$ cat src/logic/rsp_pkg.sv
// Package: constants for the reset source and power-on-clear block
package rsp_pkg;
  localparam int  FLAG_W          = 8;
  localparam int  LVD_BIT         = 0;
  localparam int  WDT_BIT         = 1;
  localparam logic [7:0] FLAGS_RST = 8'h00;
  localparam int  CLK_MHZ         = 40;
  localparam real PROC_MIN_MS     = 1.0;
  localparam real RISE_WINDOW_MS  = 3.7;
  localparam real SHORT_PROC_US   = 12.0;
  localparam int  PROC_MIN_CYC    = int'($ceil(PROC_MIN_MS * 1000.0 * CLK_MHZ));
  localparam int  RISE_WINDOW_CYC = int'($floor(RISE_WINDOW_MS * 1000.0 * CLK_MHZ));
  localparam int  SHORT_PROC_CYC  = int'($ceil(SHORT_PROC_US * CLK_MHZ));
  localparam int  CNT_W           = 18;
  localparam int  SYN_W           = 5;
  localparam int  SYN_EXT         = 0;
  localparam int  SYN_RISE        = 1;
  localparam int  SYN_FALL        = 2;
  localparam int  SYN_DET         = 3;
  localparam int  SYN_DSTART      = 4;
  localparam logic [4:0] SYN_RST  = 5'b0_0100;
  typedef enum logic [3:0] {
    S_HOLD  = 4'b0001,
    S_WAIT  = 4'b0010,
    S_DELAY = 4'b0100,
    S_RUN   = 4'b1000
  } rsp_state_t;
endpackage : rsp_pkg

$ cat src/logic/rsp_reset_sequencer.sv
// Reset source flags and power-on-clear sequencer
// Notes on behaviour
// Register holds one watchdog flag and one voltage-monitor flag; 1 means that source reset.
// External reset pin and power-on clear zero the whole register; a read zeroes it except a flag that a request sets in the same cycle.
// Software reads the register only as a whole byte, never per bit.
// Watchdog sets its flag; detector sets its flag; default-start reset clears both.
// Watchdog or detector reset never zeroes the register, only sets its own flag.
// Reset asserts at power-up and releases when supply passes the rise threshold.
// Reset asserts whenever supply falls below the fall threshold.
// With default start, reset holds until supply passes the detector threshold.
// Fast rise under 3.7 ms: release about 1.0 ms after fall threshold.
// Slow rise over 3.7 ms: release about 12 us after detector threshold.
// Software configures the detector only after reset release.
// Slow supply rise needs the reset pin held low externally.
// Software should wait out supply fluctuation before initialising ports.
// Voltage-monitor flag sits at bit 0.
// A read returns old flags; the clear follows after the data is delivered.
// Unused bits read zero; watchdog flag sits at bit 1.
`timescale 1ns/1ps
module rsp_reset_sequencer
  import rsp_pkg::*;
#(
  parameter int unsigned PROC_MIN    = PROC_MIN_CYC,
  parameter int unsigned RISE_WINDOW = RISE_WINDOW_CYC
) (
  input  wire logic              CLOCK,
  input  wire logic              RESET_N,
  input  wire logic              CLOCK_ENABLE,
  input  wire logic              EXT_RESET_PIN_N,
  input  wire logic              SUPPLY_ABOVE_RISE,
  input  wire logic              SUPPLY_BELOW_FALL,
  input  wire logic              SUPPLY_ABOVE_DETECTOR,
  input  wire logic              DETECTOR_DEFAULT_START,
  input  wire logic              WATCHDOG_RESET_REQ,
  input  wire logic              DETECTOR_RESET_REQ,
  input  wire logic              FLAGS_READ,
  output logic [FLAG_W-1:0]      FLAGS_READ_DATA,
  output logic                   INTERNAL_RESET_N
);
  logic [SYN_W-1:0]  sync1;
  logic [SYN_W-1:0]  sync2;
  rsp_state_t        state;
  rsp_state_t        next_state;
  logic [CNT_W-1:0]  cnt;
  logic [CNT_W-1:0]  next_cnt;
  logic [FLAG_W-1:0] reset_cause_flags;
  logic [FLAG_W-1:0] next_flags;
  logic [FLAG_W-1:0] next_rd_data;
  logic              next_int_rst_n;
  logic              ext_ok;
  logic              rise_ok;
  logic              below_fall;
  logic              det_ok;
  logic              dstart;
  logic              clear_all;
  logic              dstart_drop;

  function automatic logic [CNT_W-1:0] sat_inc(input logic [CNT_W-1:0] v);
    sat_inc = (v == {CNT_W{1'b1}}) ? v : v + 1'b1;
  endfunction : sat_inc

  assign ext_ok      = sync2[SYN_EXT];
  assign rise_ok     = sync2[SYN_RISE];
  assign below_fall  = sync2[SYN_FALL];
  assign det_ok      = sync2[SYN_DET];
  assign dstart      = sync2[SYN_DSTART];
  assign clear_all   = !ext_ok || below_fall;
  assign dstart_drop = (state == S_RUN) && dstart && !det_ok;

  // Sequencer
  always_comb begin
    next_state = state;
    next_cnt   = sat_inc(cnt);
    if (clear_all) begin
      next_state = S_HOLD;
      next_cnt   = '0;
    end else begin
      case (state)
        S_HOLD: begin
          if (dstart) begin
            if (det_ok) begin
              if (cnt < RISE_WINDOW[CNT_W-1:0]) begin
                next_state = S_WAIT;
              end else begin
                next_state = S_DELAY;
                next_cnt   = '0;
              end
            end
          end else if (rise_ok) begin
            next_state = S_RUN;
          end
        end
        S_WAIT: begin
          if (!det_ok) begin
            next_state = S_HOLD;
          end else if (cnt >= PROC_MIN[CNT_W-1:0]) begin
            next_state = S_RUN;
          end
        end
        S_DELAY: begin
          if (cnt >= CNT_W'(SHORT_PROC_CYC - 1)) begin
            next_state = S_RUN;
          end
        end
        S_RUN: begin
          if (dstart_drop) begin
            next_state = S_HOLD;
            next_cnt   = '0;
          end else if (WATCHDOG_RESET_REQ || DETECTOR_RESET_REQ) begin
            next_state = S_DELAY;
            next_cnt   = '0;
          end
        end
        default: begin
          next_state = S_HOLD;
          next_cnt   = '0;
        end
      endcase
    end
    next_int_rst_n = (next_state == S_RUN);
  end

  // Reset cause flags and read port
  always_comb begin
    next_flags   = reset_cause_flags;
    next_rd_data = FLAGS_READ_DATA;
    if (FLAGS_READ) begin
      next_rd_data = reset_cause_flags;
      next_flags   = FLAGS_RST;
    end
    if (WATCHDOG_RESET_REQ) begin
      next_flags[WDT_BIT] = 1'b1;
    end
    if (DETECTOR_RESET_REQ) begin
      next_flags[LVD_BIT] = 1'b1;
    end
    if (dstart_drop) begin
      next_flags = FLAGS_RST;
    end
    if (clear_all) begin
      next_flags = FLAGS_RST;
    end
    next_flags[FLAG_W-1:WDT_BIT+1] = '0;
  end

  always_ff @(posedge CLOCK or negedge RESET_N) begin
    if (!RESET_N) begin
      sync1             <= SYN_RST;
      sync2             <= SYN_RST;
      state             <= S_HOLD;
      cnt               <= '0;
      reset_cause_flags <= FLAGS_RST;
      FLAGS_READ_DATA   <= FLAGS_RST;
      INTERNAL_RESET_N  <= 1'b0;
    end else if (CLOCK_ENABLE) begin
      sync1             <= {DETECTOR_DEFAULT_START, SUPPLY_ABOVE_DETECTOR,
                            SUPPLY_BELOW_FALL, SUPPLY_ABOVE_RISE, EXT_RESET_PIN_N};
      sync2             <= sync1;
      state             <= next_state;
      cnt               <= next_cnt;
      reset_cause_flags <= next_flags;
      FLAGS_READ_DATA   <= next_rd_data;
      INTERNAL_RESET_N  <= next_int_rst_n;
    end
  end

  // Checks
  property p_upper_zero;
    @(posedge CLOCK) disable iff (!RESET_N)
      FLAGS_READ_DATA[FLAG_W-1:WDT_BIT+1] == '0;
  endproperty
  a_upper_zero: assert property (p_upper_zero) else $error("unused flag bits set");

  property p_read_clears;
    @(posedge CLOCK) disable iff (!RESET_N)
      CLOCK_ENABLE && FLAGS_READ && !WATCHDOG_RESET_REQ && !DETECTOR_RESET_REQ
      |=> reset_cause_flags == FLAGS_RST;
  endproperty
  a_read_clears: assert property (p_read_clears) else $error("read did not clear");

  property p_read_old;
    @(posedge CLOCK) disable iff (!RESET_N)
      CLOCK_ENABLE && FLAGS_READ |=> FLAGS_READ_DATA == $past(reset_cause_flags);
  endproperty
  a_read_old: assert property (p_read_old) else $error("read data not old flags");

  property p_wdt_set;
    @(posedge CLOCK) disable iff (!RESET_N)
      CLOCK_ENABLE && WATCHDOG_RESET_REQ && !clear_all && !dstart_drop
      |=> reset_cause_flags[WDT_BIT] && !INTERNAL_RESET_N;
  endproperty
  a_wdt_set: assert property (p_wdt_set) else $error("watchdog flag not set");

  property p_lvd_hold_wdt;
    @(posedge CLOCK) disable iff (!RESET_N)
      CLOCK_ENABLE && DETECTOR_RESET_REQ && !WATCHDOG_RESET_REQ && !FLAGS_READ
      && !clear_all && !dstart_drop
      |=> reset_cause_flags == ($past(reset_cause_flags) | 8'h01);
  endproperty
  a_lvd_hold_wdt: assert property (p_lvd_hold_wdt) else $error("detector reset lost flag");

  property p_fall_reset;
    @(posedge CLOCK) disable iff (!RESET_N)
      CLOCK_ENABLE && below_fall |=> !INTERNAL_RESET_N && state == S_HOLD
      && reset_cause_flags == FLAGS_RST;
  endproperty
  a_fall_reset: assert property (p_fall_reset) else $error("fall did not reset");

  property p_rise_release;
    @(posedge CLOCK) disable iff (!RESET_N)
      CLOCK_ENABLE && state == S_HOLD && !clear_all && !dstart && rise_ok
      |=> INTERNAL_RESET_N;
  endproperty
  a_rise_release: assert property (p_rise_release) else $error("no release at rise");

  property p_dstart_hold;
    @(posedge CLOCK) disable iff (!RESET_N)
      state == S_HOLD && dstart && !det_ok |=> !INTERNAL_RESET_N;
  endproperty
  a_dstart_hold: assert property (p_dstart_hold) else $error("released below detector");

  property p_short_delay;
    @(posedge CLOCK) disable iff (!RESET_N)
      CLOCK_ENABLE && state == S_DELAY && !clear_all
      && cnt == CNT_W'(SHORT_PROC_CYC - 1) |=> INTERNAL_RESET_N;
  endproperty
  a_short_delay: assert property (p_short_delay) else $error("short delay wrong");

  property p_wait_min;
    @(posedge CLOCK) disable iff (!RESET_N)
      state == S_WAIT && cnt < PROC_MIN[CNT_W-1:0] |=> !INTERNAL_RESET_N;
  endproperty
  a_wait_min: assert property (p_wait_min) else $error("released before minimum");

  c_wdt_reset: cover property (@(posedge CLOCK) disable iff (!RESET_N)
    state == S_RUN ##1 state == S_DELAY ##[1:600] state == S_RUN);
  c_fast_rise: cover property (@(posedge CLOCK) disable iff (!RESET_N)
    state == S_WAIT ##1 state == S_RUN);
  c_read: cover property (@(posedge CLOCK) disable iff (!RESET_N)
    FLAGS_READ && reset_cause_flags != FLAGS_RST);
endmodule : rsp_reset_sequencer

$ cat config.mk
export PLATFORM = sky130hd
export DESIGN_NAME = rsp_reset_sequencer
export DESIGN_NICKNAME = d
export VERILOG_FILES = /design/src/logic/rsp_pkg.sv /design/src/logic/rsp_reset_sequencer.sv
export SDC_FILE = /design/constraint.sdc
export NUM_CORES = 1
export LEC_CHECK = 0
export ABC_CLOCK_PERIOD_IN_PS = 3700
export BUFFER_PORTS_ARGS = -buffer_cell sky130_fd_sc_hd__buf_2
export CAP_MARGIN = 20
export CORE_ASPECT_RATIO = 0.8
export CORE_MARGIN = 5
export CORE_UTILIZATION = 50
export CTS_BUF_LIST = sky130_fd_sc_hd__clkbuf_4 sky130_fd_sc_hd__clkbuf_8
export DETAILED_ROUTE_END_ITERATION = 10
export GPL_ROUTABILITY_DRIVEN = 0
export PLACE_DENSITY = 0.68
export SYNTH_ARGS = -nofsm -noshare
export SYNTH_HDL_FRONTEND = slang
export SYNTH_SLANG_ARGS = --single-unit
$ cat constraint.sdc
create_clock -name CLOCK -period 3.7 [get_ports CLOCK]
set_clock_uncertainty 0.2 [all_clocks]
set_input_delay 0.37 -clock CLOCK [delete_from_list [all_inputs] [get_ports CLOCK]]
set_output_delay 0.37 -clock CLOCK [all_outputs]
set_load 0.05 [all_outputs]
; Yosys cells after proc, flatten, opt, wreduce, memory -nomap -nowiden
; Cells that the tools add are included.
[word_totals]
in_bits = 11
output_inout_bits = 9
ff_bits = 37
wordCells = 54
[op_classes]
n_eq_ne = 6
n_lt_le_gt_ge = 3
n_addsub = 1
muxes = 24
reduce_logical = 12
[op_table]
columns = op, n
row1 = 18-bit two-way mux, 7
row2 = 18-bit one-hot mux with 3 select lines, 1
row3 = 4-bit two-way mux, 9
row4 = "18-bit by 1-bit adder with 18-bit output, second input constant", 1
row5 = "18-bit equality test, second input constant", 1
row6 = "18-bit by 16-bit greater-or-equal comparator with 1-bit output, second input constant", 1
row7 = "18-bit by 9-bit greater-or-equal comparator with 1-bit output, second input constant", 1
row8 = "18-bit < comparator, second input constant", 1
row9 = 4-bit one-hot mux with 4 select lines, 1
row10 = "4-bit equality test, second input constant", 2
row11 = 4-bit nonzero test, 2
row12 = 2-bit two-way mux, 3
row13 = 2-bit AND reduction, 3
row14 = "4-bit by 1-bit equality test with 1-bit output, second input constant", 1
row15 = "4-bit by 2-bit equality test with 1-bit output, second input constant", 1
row16 = "4-bit by 3-bit equality test with 1-bit output, second input constant", 1
row17 = 3-bit two-way mux, 1
row18 = 1-bit logical AND, 2
row19 = 1-bit zero test, 2
row20 = 1-bit logical OR, 2
row21 = 1-bit two-way mux, 2
row22 = 2-bit OR reduction, 1

; Logic depth before layout (Yosys ltp)
[logic_depth]
depth_word = 7
ltp_mapped = 7
depth_no_buf = 6

; Worst setup path before layout
; OpenSTA, ideal clock, no wires.
[synth_timing]
path_kind = reg2reg
startpoint = register cnt[7]
endpoint = register INTERNAL_RESET_N
path_slack_ps = 1465
path_stages_with_launch = 7
arrival_time_ps = 1909
synth_period_minus_slack_ps = 2235
required_time_ps = 3374
setup_time_ps = 126
path_buffers = 1
path_cell_list = dfrtp_1 -> buf_6 -> or4_1 -> a311o_1 -> a211o_1 -> a211oi_2 -> o2bb2ai_1
[synth_via]
elab_chain_cells = 7
word_cells_on_any_way = 12
cone_classes = order compare (3) / eq/ne (1) / mux (8)
[synth_rtl]
columns = item, line_no
row1 = from (decl), rsp_reset_sequencer.sv:44  ; logic [CNT_W-1:0] cnt;
row2 = from (signal assigned), rsp_reset_sequencer.sv:160  ; cnt <= next_cnt;
row3 = 18-bit < comparator, rsp_reset_sequencer.sv:82  ; if (cnt < RISE_WINDOW[CNT_W-1:0]) begin
row4 = 3-bit two-way mux, rsp_reset_sequencer.sv:82
row5 = 4-bit two-way mux, rsp_reset_sequencer.sv:81  ; if (det_ok) begin
row6 = 4-bit two-way mux, rsp_reset_sequencer.sv:80  ; if (dstart) begin
row7 = 4-bit one-hot mux with 4 select lines *, rsp_reset_sequencer.sv:78  ; case (state)
row8 = 4-bit two-way mux *, rsp_reset_sequencer.sv:74  ; if (clear_all) begin
row9 = 4-bit equality test *, rsp_reset_sequencer.sv:120  ; next_int_rst_n = (next_state == S_RUN);
row10 = to (signal assigned), rsp_reset_sequencer.sv:163  ; INTERNAL_RESET_N <= next_int_rst_n;
row11 = to (decl), rsp_reset_sequencer.sv:38  ; output logic INTERNAL_RESET_N
; Every way passes the cells marked *; elsewhere a longest branch is shown, timed or not.
; A chain may end at the register's enable or synchronous reset.

; Worst setup path after layout
[layout_timing]
startpoint = register cnt[7]
endpoint = register cnt[14]
[layout_via]
elab_chain_cells = 7
word_cells_on_any_way = 11
cone_classes = add/sub (1) / order compare (1) / eq/ne (1) / mux (8)
[layout_rtl]
columns = item, line_no
row1 = 18-bit by 1-bit adder with 18-bit output or 18-bit equality test (tied branches), rsp_reset_sequencer.sv:59  ; sat_inc = (v == {CNT_W{1'b1}}) ? v : v + 1'b1;
row2 = 18-bit two-way mux, rsp_reset_sequencer.sv:59
row3 = 18-bit two-way mux, rsp_reset_sequencer.sv:82
row4 = 18-bit two-way mux, rsp_reset_sequencer.sv:81
row5 = 18-bit two-way mux, rsp_reset_sequencer.sv:80
row6 = 18-bit one-hot mux with 3 select lines *, rsp_reset_sequencer.sv:78
row7 = 18-bit two-way mux *, rsp_reset_sequencer.sv:74
; Marked as above.

==> out/summary.txt <==
Run status -> finished, final reports clean
Max clock buf depth -> 2
GRT Util Overall -> 17.6%
Final WL -> 4990 um
Max Slew Vio Count -> 0
Peak supply drop -> 0.298 mV
CP max-delay cell -> o211a_2
Psw -> 303 uW
Worst Tran Pin Value -> 817 ps
Dpl cells -> 295
Clock-pin slew on the worst setup and hold paths -> 80 ps
Synth area leader -> dfrtp_1
Clk sinks -> 37
Syn avg cell area -> 9.60 um^2
Core area -> 4510 um^2
Top-count cell post-synth -> dfrtp_1
CTS tree -> built
P&R area growth vs syn -> 8.09%
Hold Path Class -> in -> reg
Worst setup SP type -> register
Worst-path fanout max -> 32
Avg Vias per Cell -> 6.23
Critical path endpoint category -> register
DP Area -> 2340 um^2
Drt drc -> 0
IO buf count -> 13
Via Count -> 1893
Fin cells -> 304
Total gr overflow -> 0
Distinct cells, synth -> 57
Sw Ratio -> 28.2%
N_diodes -> 0
Share of the synthesized area in the top cell type -> 36.9%
Detailed Route Iter0 Violations -> 162
Commonest cells in the netlist -> dfrtp_1 (34), nand2_1 (19), mux2_2 (12), nand3_1 (12), nor2_1 (12)
Post-route cell area -> 2490 um^2
Tot Pwr -> 1080 uW
Vias in the first global route -> 1753
Top FF cell, synth -> dfrtp_1
Clock power share -> 39.5%
WS Path Type -> reg -> reg
Cells after Synth -> 240
Chip Width -> 85.9 um
Max-cap violations -> 0
Main area contributors after synthesis -> dfrtp_1 (37%), mux2_2 (5.9%), dfstp_2 (3.4%)
Comb power frac -> 17.1%
Clock Root Buffer -> clkbuf_8
Layout cells sized above 1 -> 17.6%
Largest net degree at the start of global routing -> 38
IO Pins -> 20
Largest stage delay on the critical path -> 650 ps
Final worst path period share -> 65.9%
Slew headroom -> 45.6%
FP Rows -> 22
RSZ-0062 raised after global routing -> no
Max frequency -> 410 MHz
Hold buffer count at CTS -> 1
Number of flops mapped to enable cells by yosys -> 0
Setup TNS -> 0 ps
Yosys warns -> 0
Number of CTS-inserted buffers -> 5
Cell breakdown of the critical path -> nor4_1 > o221ai_1 > o211a_2 > nor2_1 > a221o_1
WP data arrival -> 2420 ps
CTS resizes -> 0
Clk Latency, worst-skew pair -> 290 ps
Register area share after synthesis -> 40.3%
WHS -> 104 ps
Hold Vio Cnt, Final -> 0
Post-synthesis register bit count -> 37
Overall die height -> 70.7 um
Cell leakage power -> 0.00104 uW
Async S/R FF share, synth -> 100%
Initial antenna violation count -> 0
Part of the power in registers -> 43.4%
Post-CTS Setup Inserts -> 0
Final HPWL DP -> 3400 um
DRT Pass-1 Iters -> 4
Die footprint -> 6080 um^2
Netlist Area Pre-Place -> 2300 um^2
Htree depth -> 2
First-pass GRT wire length -> 8540 um
Internal -> 774 uW
Min Clock Period, post-route -> 2440 ps
Worst Path Required -> 3680 ps
Initial Utilization -> 51.1%
DRT antenna net count -> 0
DR WL/cell -> 16.4 um
Setup violations, final -> 0
Cell area power density -> 432 nW/um^2
Nets@finish -> 255
logic make-up (layout without fill, tap and decap cells):
kind of cell               Yosys count  count (layout)  synth area share (%)
and+or+nand+nor                     96              96                  23.9
AOI/OAI and AO/OA                   62              62                  21.8
DFF                                 37              37                  40.3
buffers and inverters               28              27                  6.19
muxes                               13              13                  6.30
xor gates and xnor gates             2               2                 0.760
adders and majority gates            1               1                 0.543
other                                1               6                 0.163
area by class of cell:
type / instances / area, um^2
clock inverters: 3 / 68.8
clock buffers: 5 / 68.8
fillers: 395 / 2020
inverters: 4 / 15.0
flip-flops and latches: 37 / 930
multi-input cells: 180 / 1250
well taps: 60 / 75.1
repair buffers: 15 / 82.6
per-layer routing:
metal,part of all wire (%),vias to the layer above,track usage [%]
li1,-,920,-
met1,50,925,26.8
met2,43,46,23.9
met3,5.9,2,4.07
met4,0.54,0,6.68
met5,0,-,0
layout by cell type, fill, tap and decap left out, drive strengths merged, types with 3 or more instances in the layout:
cell,n
dfrtp,34
nand2,19
buf,14
nor2,12
nand3,12
mux2,12
nor3,10
o22a,9
nor3b,8
nor4,7
o21a,6
nand4,6
conb,6
nor4b,6
a21oi,5
a311oi,5
clkbuf,5
inv,5
nor2b,4
a22oi,4
o311ai,4
a211oi,4
and3,4
o211ai,3
dfstp,3
final timing paths:
kind / startpoint / end / slack (ps) / depth (start not counted)
max: cnt[7] / cnt[14] / 1260 / 5
min: EXT_RESET_PIN_N / sync1[0] / 100 / 2
max reg2reg: cnt[7] / cnt[14] / 1260 / 5
max in group asynchronous: RESET_N / INTERNAL_RESET_N / 2290 / 2
min in group asynchronous: RESET_N / sync1[0] / 500 / 2
min reg2reg: FLAGS_READ_DATA[0] / FLAGS_READ_DATA[0] / 310 / 1
power by group through the flow:
stage	clock network (uW)	logic, uW	registers, uW
3_3_place_gp	0	183	473
3_5_place_dp	0	184	474
5_1_grt	452	206	472
4_1_cts	435	185	466
6_report	426	184	467
2_1_floorplan	0	139	480
registers in the layout, indices dropped and copies added, names as in the netlist:
| signal | cells |
|---|---|
| state | 4 |
| cnt | 18 |
| sync1 | 5 |
| INTERNAL_RESET_N | 1 |
| FLAGS_READ_DATA | 2 |
| sync2 | 5 |
| reset_cause_flags | 2 |
critical path, delay by kind of cell (launching register included):
kind	cells	cell delay, ps
compound gates	3	1290
flops	1	490
simple gates	2	340
per-stage QoR:
stage / setup WS, ps / util [%]
2_1_floorplan: 1460 / -
3_3_place_gp: 1330 / 51.9
3_5_place_dp: 1280 / 51.9
4_1_cts: 1280 / 55.2
5_1_grt: 1010 / 55.2
6_report: 1260 / 55.2
(Power assumes the default switching activity.)
